`config.mk`:
```
export PLATFORM = sky130hd
export DESIGN_NAME = ssb_slave
export DESIGN_NICKNAME = d
export VERILOG_FILES = /design/src/logic/ssb_pkg.sv /design/src/logic/ssb_shift.sv /design/src/logic/ssb_slave.sv
export SDC_FILE = /design/constraint.sdc
export NUM_CORES = 1
export LEC_CHECK = 0
export BUFFER_PORTS_ARGS = -buffer_cell sky130_fd_sc_hd__buf_4
export CAP_MARGIN = 20
export CORE_MARGIN = 5
export CORE_UTILIZATION = 58
export CTS_CLUSTER_DIAMETER = 30
export DETAILED_ROUTE_END_ITERATION = 10
export GPL_ROUTABILITY_DRIVEN = 0
export GPL_TIMING_DRIVEN = 0
export PLACE_DENSITY = 0.75
export REMOVE_ABC_BUFFERS = 1
export SETUP_SLACK_MARGIN = 0.05
export SYNTH_ARGS = -nofsm -noshare
export SYNTH_HDL_FRONTEND = slang
export SYNTH_SLANG_ARGS = --single-unit
export TNS_END_PERCENT = 20
```
`constraint.sdc`:
```
create_clock -name ref_clk -period 5.5 [get_ports ref_clk]
set_input_delay 0.55 -clock ref_clk [delete_from_list [all_inputs] [get_ports ref_clk]]
set_output_delay 0.55 -clock ref_clk [all_outputs]
set_load 0.03 [all_outputs]
```
`src/logic/ssb_pkg.sv`:
```
// Package of constants and types for the serial burst slave port
package ssb_pkg;
    // ------------------------------------------------------------
    // Word and control word layout
    // ------------------------------------------------------------
    localparam int WORD_W = 16;
    localparam int ADDR_W = 10;
    localparam int CNT_W = 5;
    localparam int CTRL_RW_BIT = 15;
    localparam int CTRL_ADDR_MSB = 14;
    localparam int CTRL_ADDR_LSB = 5;
    localparam int CTRL_CNT_MSB = 4;
    localparam int CTRL_CNT_LSB = 0;
    localparam logic [3:0] BIT_LAST = 4'hf;
    // ------------------------------------------------------------
    // Status word returned while a command word arrives
    // ------------------------------------------------------------
    localparam logic [12:0] CHECK_PATTERN = 13'h1555;
    localparam int STAT_CLK_BIT = 2;
    localparam int STAT_FRAME_BIT = 1;
    localparam int STAT_WORD_BIT = 0;
    // ------------------------------------------------------------
    // Setup register
    // ------------------------------------------------------------
    localparam logic [ADDR_W-1:0] SETUP_ADDR = 10'h01c8;
    localparam logic [WORD_W-1:0] SETUP_RESET = 16'h000a;
    localparam logic [WORD_W-1:0] SETUP_MASK = 16'h00ff;
    localparam int SETUP_SLEW_BIT = 7;
    localparam int SETUP_MODE_BIT = 6;
    localparam int SETUP_IRQEN_BIT = 5;
    localparam int SETUP_WD_MSB = 4;
    localparam int SETUP_WD_LSB = 0;
    localparam logic MODE_A = 1'b0;
    localparam logic MODE_B = 1'b1;
    // ------------------------------------------------------------
    // Watchdog timing
    // ------------------------------------------------------------
    localparam int WD_UNIT_CYCLES = 32768;
    localparam int WD_CNT_W = 21;
    // ------------------------------------------------------------
    // Types
    // ------------------------------------------------------------
    typedef struct packed {
        logic [WORD_W-1:0] word;
        logic done;
        logic cs_rise;
        logic frag;
        logic cs_low;
    } ssb_rx_t;

    typedef enum logic [3:0] {
        ST_IDLE = 4'b0001,
        ST_FETCH = 4'b0010,
        ST_LOAD = 4'b0100,
        ST_DATA = 4'b1000
    } ssb_state_t;
endpackage

```
`src/logic/ssb_shift.sv`:
```
// Pin synchroniser and 16-bit shifter of the serial burst slave port
`timescale 1ns/100ps
module ssb_shift (
    input wire logic ref_clk,
    input wire logic rstn,
    input wire logic ce,
    input wire logic sclk,
    input wire logic csn,
    input wire logic mosi,
    input wire logic tx_load,
    input wire logic [15:0] tx_word,
    output ssb_pkg::ssb_rx_t rx,
    output logic miso,
    output logic miso_oe
);
    // ------------------------------------------------------------
    // Registers
    // ------------------------------------------------------------
    logic [2:0] sclk_ff, nxt_sclk;
    logic [2:0] csn_ff, nxt_csn;
    logic [1:0] mosi_ff, nxt_mosi;
    logic [3:0] bit_ff, nxt_bit;
    logic [15:0] rx_sh_ff, nxt_rx_sh;
    logic [15:0] tx_sh_ff, nxt_tx_sh;
    logic miso_ff, nxt_miso;
    logic oe_ff, nxt_oe;
    ssb_pkg::ssb_rx_t rx_ff, nxt_rx;
    logic fall;
    logic rise;

    // ------------------------------------------------------------
    // Next state
    // ------------------------------------------------------------
    always_comb begin
        nxt_sclk = {sclk_ff[1:0], sclk};
        nxt_csn = {csn_ff[1:0], csn};
        nxt_mosi = {mosi_ff[0], mosi};
        fall = sclk_ff[2] & ~sclk_ff[1];
        rise = ~sclk_ff[2] & sclk_ff[1];
        nxt_bit = bit_ff;
        nxt_rx_sh = rx_sh_ff;
        nxt_tx_sh = tx_sh_ff;
        nxt_miso = miso_ff;
        nxt_oe = ~csn_ff[1];
        nxt_rx = '0;
        nxt_rx.word = rx_ff.word;
        nxt_rx.cs_low = ~csn_ff[1];
        nxt_rx.cs_rise = csn_ff[1] & ~csn_ff[2];
        nxt_rx.frag = csn_ff[1] & ~csn_ff[2] & (bit_ff != 4'h0);
        if (csn_ff[1]) begin
            nxt_bit = 4'h0;
        end else if (fall) begin
            nxt_rx_sh = {rx_sh_ff[14:0], mosi_ff[1]};
            nxt_bit = bit_ff + 4'h1;
            if (bit_ff == ssb_pkg::BIT_LAST) begin
                nxt_rx.done = 1'b1;
                nxt_rx.word = {rx_sh_ff[14:0], mosi_ff[1]};
            end
        end
        if (tx_load) begin
            nxt_tx_sh = tx_word;
        end else if (rise && !csn_ff[1]) begin
            nxt_miso = tx_sh_ff[15];
            nxt_tx_sh = {tx_sh_ff[14:0], 1'b0};
        end
    end

    // ------------------------------------------------------------
    // Registers
    // ------------------------------------------------------------
    always_ff @(posedge ref_clk or negedge rstn) begin
        if (!rstn) begin
            sclk_ff <= 3'h0;
            csn_ff <= 3'h7;
            mosi_ff <= 2'h0;
            bit_ff <= 4'h0;
            rx_sh_ff <= 16'h0000;
            tx_sh_ff <= {ssb_pkg::CHECK_PATTERN, 3'b000};
            miso_ff <= 1'b0;
            oe_ff <= 1'b0;
            rx_ff <= '0;
        end else if (ce) begin
            sclk_ff <= nxt_sclk;
            csn_ff <= nxt_csn;
            mosi_ff <= nxt_mosi;
            bit_ff <= nxt_bit;
            rx_sh_ff <= nxt_rx_sh;
            tx_sh_ff <= nxt_tx_sh;
            miso_ff <= nxt_miso;
            oe_ff <= nxt_oe;
            rx_ff <= nxt_rx;
        end
    end

    assign rx = rx_ff;
    assign miso = miso_ff;
    assign miso_oe = oe_ff;
endmodule // ssb_shift

```
`src/logic/ssb_slave.sv`:
```
// Serial burst slave port: protocol, setup register and watchdog
//
// Contract
// Slave only, exchanges 16-bit words.
// Phase 1, polarity 0; MOSI sampled on falling serial clock edge.
// MISO changes on each rising serial clock edge.
// Mode bit 0 selects mode A, 1 selects mode B.
// Interrupt raised on bad transmission when error interrupt enabled.
// Mode A gap limit is core period times (field+1) times 32768; field resets 01010.
// Host changes mode with a frame valid in both modes, count nonzero, select held.
// Mode change is accepted at any moment.
// After reset and each transfer the next word is a control word.
// Control word: bit 15 read, bits 14..5 address, bits 4..0 count.
// Count gives data words in burst, up to 31.
// Address field is the first address of the burst.
// Every burst is checked using the checks of the current mode.
// Read frame 2 to 32 words; read word k returned during frame word k+1.
// Command word answer: check pattern in 15..3, clock, frame, word flags below; the clock flag (bit 2) is always sent as 0.
// Every word is shifted most significant bit first.
// Mode A gap beyond watchdog time enters the error state.
// Host never sends zero count with nonzero address.
// Address steps up by one per data word.
// Back to control word once count words are transferred.
`timescale 1ns/100ps
module ssb_slave #(
    parameter int WD_UNIT = ssb_pkg::WD_UNIT_CYCLES
) (
    input wire logic ref_clk,
    input wire logic rstn,
    input wire logic ce,
    input wire logic sclk,
    input wire logic csn,
    input wire logic mosi,
    output logic miso,
    output logic miso_oe,
    output logic [9:0] mem_addr,
    output logic [15:0] mem_wdata,
    output logic mem_we,
    output logic mem_re,
    input wire logic [15:0] mem_rdata,
    output logic irq,
    output logic mode_b,
    output logic miso_slew
);
    // ------------------------------------------------------------
    // Helpers
    // ------------------------------------------------------------
    function automatic logic [15:0] status_word(input logic frame_e, input logic word_e);
        status_word = {ssb_pkg::CHECK_PATTERN, 1'b0, frame_e, word_e};
    endfunction

    function automatic logic [20:0] wd_limit(input logic [4:0] field);
        logic [31:0] prod;
        prod = (32'(field) + 32'd1) * 32'(WD_UNIT);
        wd_limit = prod[20:0];
    endfunction

    // ------------------------------------------------------------
    // Declarations
    // ------------------------------------------------------------
    ssb_pkg::ssb_rx_t rx;
    ssb_pkg::ssb_state_t st_ff, nxt_st;
    logic [9:0] addr_ff, nxt_addr;
    logic [4:0] left_ff, nxt_left;
    logic rd_ff, nxt_rd;
    logic [15:0] wdata_ff, nxt_wdata;
    logic we_ff, nxt_we;
    logic re_ff, nxt_re;
    logic [15:0] setup_ff, nxt_setup;
    logic frame_err_ff, nxt_frame_err;
    logic word_err_ff, nxt_word_err;
    logic irq_ff, nxt_irq;
    logic [20:0] wd_ff, nxt_wd;
    logic tx_load;
    logic [15:0] tx_word;
    logic set_frame;
    logic set_word;
    logic clr_flags;

    // ------------------------------------------------------------
    // Pin side
    // ------------------------------------------------------------
    ssb_shift u_shift (
        .ref_clk(ref_clk),
        .rstn(rstn),
        .ce(ce),
        .sclk(sclk),
        .csn(csn),
        .mosi(mosi),
        .tx_load(tx_load),
        .tx_word(tx_word),
        .rx(rx),
        .miso(miso),
        .miso_oe(miso_oe)
    );

    // ------------------------------------------------------------
    // Protocol next state
    // ------------------------------------------------------------
    always_comb begin
        nxt_st = st_ff;
        nxt_addr = addr_ff;
        nxt_left = left_ff;
        nxt_rd = rd_ff;
        nxt_wdata = wdata_ff;
        nxt_we = 1'b0;
        nxt_re = 1'b0;
        nxt_setup = setup_ff;
        nxt_wd = wd_ff;
        tx_load = 1'b0;
        tx_word = status_word(frame_err_ff, word_err_ff);
        set_frame = 1'b0;
        set_word = rx.frag;
        clr_flags = 1'b0;
        case (st_ff)
            ssb_pkg::ST_IDLE: begin
                nxt_wd = 21'h0;
                if (rx.done) begin
                    nxt_rd = rx.word[ssb_pkg::CTRL_RW_BIT];
                    nxt_addr = rx.word[ssb_pkg::CTRL_ADDR_MSB:ssb_pkg::CTRL_ADDR_LSB];
                    nxt_left = rx.word[ssb_pkg::CTRL_CNT_MSB:ssb_pkg::CTRL_CNT_LSB];
                    clr_flags = 1'b1;
                    if (rx.word[ssb_pkg::CTRL_CNT_MSB:ssb_pkg::CTRL_CNT_LSB] == 5'h0) begin
                        tx_load = 1'b1;
                    end else if (rx.word[ssb_pkg::CTRL_RW_BIT]) begin
                        nxt_re = (nxt_addr != ssb_pkg::SETUP_ADDR);
                        nxt_st = ssb_pkg::ST_FETCH;
                    end else begin
                        nxt_st = ssb_pkg::ST_DATA;
                        tx_load = 1'b1;
                    end
                end
            end
            ssb_pkg::ST_FETCH: begin
                nxt_st = ssb_pkg::ST_LOAD;
            end
            ssb_pkg::ST_LOAD: begin
                tx_load = 1'b1;
                tx_word = (addr_ff == ssb_pkg::SETUP_ADDR) ? setup_ff : mem_rdata;
                nxt_st = ssb_pkg::ST_DATA;
            end
            ssb_pkg::ST_DATA: begin
                if (rx.done) begin
                    nxt_wd = 21'h0;
                    nxt_left = left_ff - 5'h1;
                    if (!rd_ff) begin
                        if (addr_ff == ssb_pkg::SETUP_ADDR) begin
                            nxt_setup = rx.word & ssb_pkg::SETUP_MASK;
                        end else begin
                            nxt_we = 1'b1;
                            nxt_wdata = rx.word;
                        end
                    end
                    nxt_addr = addr_ff + 10'h1;
                    if (left_ff == 5'h1) begin
                        nxt_st = ssb_pkg::ST_IDLE;
                        tx_load = 1'b1;
                    end else if (rd_ff) begin
                        nxt_re = (nxt_addr != ssb_pkg::SETUP_ADDR);
                        nxt_st = ssb_pkg::ST_FETCH;
                    end else begin
                        tx_load = 1'b1;
                    end
                end else if (setup_ff[ssb_pkg::SETUP_MODE_BIT] == ssb_pkg::MODE_B) begin
                    nxt_wd = 21'h0;
                    if (rx.cs_rise) begin
                        set_frame = 1'b1;
                        nxt_st = ssb_pkg::ST_IDLE;
                        tx_load = 1'b1;
                    end
                end else begin
                    if (!rx.cs_low) begin
                        nxt_wd = wd_ff + 21'h1;
                    end
                    if (wd_ff >= wd_limit(setup_ff[ssb_pkg::SETUP_WD_MSB:ssb_pkg::SETUP_WD_LSB])) begin
                        set_frame = 1'b1;
                        nxt_st = ssb_pkg::ST_IDLE;
                        tx_load = 1'b1;
                        nxt_wd = 21'h0;
                    end
                end
            end
            default: begin
                nxt_st = ssb_pkg::ST_IDLE;
            end
        endcase
        if (set_frame || set_word) begin
            tx_load = 1'b1;
            tx_word = status_word(frame_err_ff | set_frame, word_err_ff | set_word);
        end
        if (clr_flags) begin
            tx_word = status_word(set_frame, set_word);
        end
        nxt_frame_err = set_frame | (frame_err_ff & ~clr_flags);
        nxt_word_err = set_word | (word_err_ff & ~clr_flags);
        nxt_irq = setup_ff[ssb_pkg::SETUP_IRQEN_BIT] & (nxt_frame_err | nxt_word_err);
    end

    // ------------------------------------------------------------
    // Protocol registers
    // ------------------------------------------------------------
    always_ff @(posedge ref_clk or negedge rstn) begin
        if (!rstn) begin
            st_ff <= ssb_pkg::ST_IDLE;
            addr_ff <= 10'h0;
            left_ff <= 5'h0;
            rd_ff <= 1'b0;
            wdata_ff <= 16'h0000;
            we_ff <= 1'b0;
            re_ff <= 1'b0;
            setup_ff <= ssb_pkg::SETUP_RESET;
            frame_err_ff <= 1'b0;
            word_err_ff <= 1'b0;
            irq_ff <= 1'b0;
            wd_ff <= 21'h0;
        end else if (ce) begin
            st_ff <= nxt_st;
            addr_ff <= nxt_addr;
            left_ff <= nxt_left;
            rd_ff <= nxt_rd;
            wdata_ff <= nxt_wdata;
            we_ff <= nxt_we;
            re_ff <= nxt_re;
            setup_ff <= nxt_setup;
            frame_err_ff <= nxt_frame_err;
            word_err_ff <= nxt_word_err;
            irq_ff <= nxt_irq;
            wd_ff <= nxt_wd;
        end
    end

    // ------------------------------------------------------------
    // Outputs
    // ------------------------------------------------------------
    logic [9:0] mem_addr_ff, nxt_mem_addr;

    always_comb begin
        nxt_mem_addr = nxt_re ? nxt_addr : (nxt_we ? addr_ff : mem_addr_ff);
    end

    always_ff @(posedge ref_clk or negedge rstn) begin
        if (!rstn) begin
            mem_addr_ff <= 10'h0;
        end else if (ce) begin
            mem_addr_ff <= nxt_mem_addr;
        end
    end

    assign mem_addr = mem_addr_ff;
    assign mem_wdata = wdata_ff;
    assign mem_we = we_ff;
    assign mem_re = re_ff;
    assign irq = irq_ff;
    assign mode_b = setup_ff[ssb_pkg::SETUP_MODE_BIT];
    assign miso_slew = setup_ff[ssb_pkg::SETUP_SLEW_BIT];
endmodule // ssb_slave

```
==> metrics.md <==
| Metric | Value |
|---|---|
| Net Sw Power | `about 860 uW` |
| Final period demand of the worst path | `3440 ps` |
| Most common cell after layout, fill and taps aside | `dfrtp_1` |
| Nets | `804` |
| Cell Count, Final, Fillers Out | `951` |
| Max-slew headroom | `31.0%` |
| Async set-reset flop share out of synthesis | `100%` |
| Busiest grt layer | `met2` |
| Total Power | `2.98 mW` |
| Yosys warns | `0` |
| GR Util met2 | `a little over a third` |
| Vias in the first global route | `5767` |
| Final instance area | `0.00842 mm^2` |
| Flops & latches, synth | `144` |
| Mapped Cells | `around 730` |
| Fin util | `between 60% and 70%` |
| Worst-path fanout max | `23` |
| Core area | `between 0.01 and 0.015 mm^2` |
| Register-to-Register Path Depth | `6` |
| Number of max-cap violations | `0` |
| Final setup TNS | `0 ps` |
| Cell accounting for the most synthesized area | `dfrtp_1` |
| EDFF count, synth | `0` |
| CP delay by family, top | `simple AND/OR/NAND/NOR gates` |
| Met1 global-route usage | `35.0%` |
| Largest net degree at the start of global routing | `75` |
| First-pass GRT wire length | `slightly below 30000 um` |
| Worst r2r src | `st_ff[1]` |
| Worst Path Required | `5800 ps` |
| Critical Path Sink Type | `flop` |
| Wirelength, routed | `17300 um` |
| Antenna violation net count after detailed routing | `0` |
| Switch share | `28.9%` |
| Initial antenna violation count | `0` |
| Critical-path cell list | `nor2_1 -> nand3b_1 -> nor3_1 -> nand2_1 -> and2_1 -> a221o_1` |
| Hpwl dp | `about 12000 um` |
| CTS tree | `yes` |
| TritonCTS Buffers | `17` |
| Setup Buffers After CTS | `0` |
| Clock buffer depth | `2` |
| Clk pin slew, worst setup/hold paths | `~60 ps` |
| CTS resizes | `0` |
| Placed Area | `0.00782 mm^2` |
| Area of the mapped netlist | `0.00730 mm^2` |
| Main flop type after synthesis | `dfrtp_1` |
| Status | `finished clean` |
| CP Launch Point | `st_ff[1]` |
| Worst path buffer plus inverter count | `0` |
| Clk_lat worst skew | `420 ps` |
| H-tree lvl count | `4` |
| Die Ht | `approximately 120 um` |
| Placed cells | `919` |
| Actual slew at the worst max-slew pin | `between 1000 and 1500 ps` |
| Clk sink count | `144` |
| CP startpoint kind | `flop` |
| DP Worst Slack | `2120 ps` |
| Period Utilization, post-route | `roughly 63%` |
| Post-route setup slack | `2060 ps` |
| Fillcell total | `977` |
| DRC | `0` |
| Pre-antenna DRT Iters | `6` |
| Arrival @ worst endpoint | `3740 ps` |
| Hold Vio Cnt, Final | `0` |
| Leakage | `3.85 nW` |
| Global routing usage on met3 | `under 10%` |
| Critical path type | `reg -> reg` |
| Clock share of power | `~39%` |
| Remaining Overflow, GRT | `0` |
| Multi-input logic area | `0.00342 mm^2` |
| Final setup viols | `0` |
| Sequential share of the synthesized area | `49.6%` |
| Most frequent cells in the layout | `dfrtp_1 (131), nand2_1 (105), nor2_1 (59), buf_4 (56), mux2_2 (52)` |
| Total vias in the final route | `5824` |
| I/O Buffers | `54` |
| Reg power frac | `44.3%` |
| Antenna Cells | `0` |
| Syn avg cell area | `10.1 um^2` |
| Clock root buffer | `clkbuf_16` |
| Per-cell routed wire length | `18.2 um` |
| GRT Total Usage | `around 24%` |
| Internal power | `2.12 mW` |
| PD cells | `354 mW/mm^2` |
| Via/cell ratio | `6.12` |
| Fin. max-slew vios | `0` |
| Combinational group share of total power | `16.9%` |
| Largest stage delay, worst path | `about 600 ps` |
| Storage cell area | `0.00362 mm^2` |
| Die extent in x | `122 um` |
| Hold Slack | `approximately 130 ps` |
| Layout cells sized above 1 | `22.2%` |
| # hold bufs at CTS | `0` |
| Share of the synthesized area in the top cell type | `44.9%` |
| FMAX | `291 MHz` |
| Initial Util | `58.6%` |
| Layout area overhead | `15.3%` |
| Synth area leaders | `dfrtp_1 (45%), mux2_2 (8.0%), nand2_1 (5.4%), dfstp_2 (4.7%), nor2_1 (3.0%)` |
| DRT iter0 DRCs | `553` |
| I/O pins | `55` |
| Die footprint | `~0.015 mm^2` |
| Worst VDD drop | `about 0.18 mV` |
| RSZ-0062 raised after global routing | `no` |
| CP max stage cell | `nand3b_1` |
| Number of distinct library cells after synthesis | `69` |
| CP Depth | `6` |
| Hold WC Path Type | `in -> async` |
| Clock Skews | `around 4.5 ps` |
| Row count | `41` |
routing by layer:
layer | vias up | share of wire, %
li1 | 2708 | -
met1 | 2868 | 46
met2 | 215 | 46
met3 | 33 | 6.2
met4 | 0 | 2.3
met5 | - | 0
worst register-to-register path, stage by stage, from the launching register on:
cell	delay (ps)
dfrtp_1	500
nor2_1	200
nand3b_1	600
nor3_1	600
nand2_1	590
and2_1	500
a221o_1	340
state kept, by name, summed over array words and instances, names as in the netlist, 2 cells and up:
register / flops
left_ff: 5
addr_ff: 10
setup_ff: 8
u_shift.mosi_ff: 2
u_shift.csn_ff: 3
u_shift.rx_sh_ff: 15
st_ff: 4
u_shift.tx_sh_ff: 16
mem_wdata: 16
u_shift.bit_ff: 4
wd_ff: 21
u_shift.rx: 19
u_shift.sclk_ff: 3
mem_addr: 10
power by group through the flow:
stage	Clock [mW]	Combinational, mW	Sequential, mW
2_1_floorplan	0	0.345	1.31
6_report	1.16	0.504	1.32
5_1_grt	1.22	0.559	1.34
3_5_place_dp	0	0.492	1.33
4_1_cts	1.18	0.498	1.32
3_3_place_gp	0	0.472	1.32
cell type report:
class	instances	area share (%)
flip-flops and latches	144	43.0
multi-input cells	518	40.6
repair buffers	60	5.65
clock buffers	17	5.05
well taps	172	2.56
clock inverters	14	2.01
inverters	26	1.16
cells in the mapped netlist, types with 5 or more instances:
library cell  instances
dfrtp_1             131
nand2_1             105
nor2_1               59
mux2_2               52
o21ai_0              40
a21oi_1              34
clkbuf_1             25
inv_1                25
nand3_1              22
ha_1                 15
nor4_1               14
dfstp_2              13
xor2_1               13
nand4_1              11
buf_2                 9
nor3_1                9
o2bb2ai_1             9
a221o_1               8
a31oi_1               8
o22a_1                8
a22oi_1               7
nor4b_1               7
o22ai_1               6
and3_1                5
nand2b_1              5
xnor2_1               5
path summary, 6_finish.rpt:
path | slack [ps] | end
worst max-delay path | 2060 | mem_addr[6]
worst min-delay path | 130 | wd_ff[20]
worst max register to register | 2060 | mem_addr[6]
worst min register to register | 480 | mem_wdata[8]
max in group asynchronous | 4570 | setup_ff[3]
min in group ref_clk | 360 | u_shift.mosi_ff[0]
cells by family after synthesis:
group	count (synthesis)	share of synthesized area, %
adders and majority gates	15	2.57
muxes	54	8.29
AOI/OAI and AO/OA	159	15.1
buffers and inverters	64	3.75
and+or+nand+nor	272	18.6
DFF	144	49.6
xor gates and xnor gates	18	2.16
(Power assumes the default switching activity.)
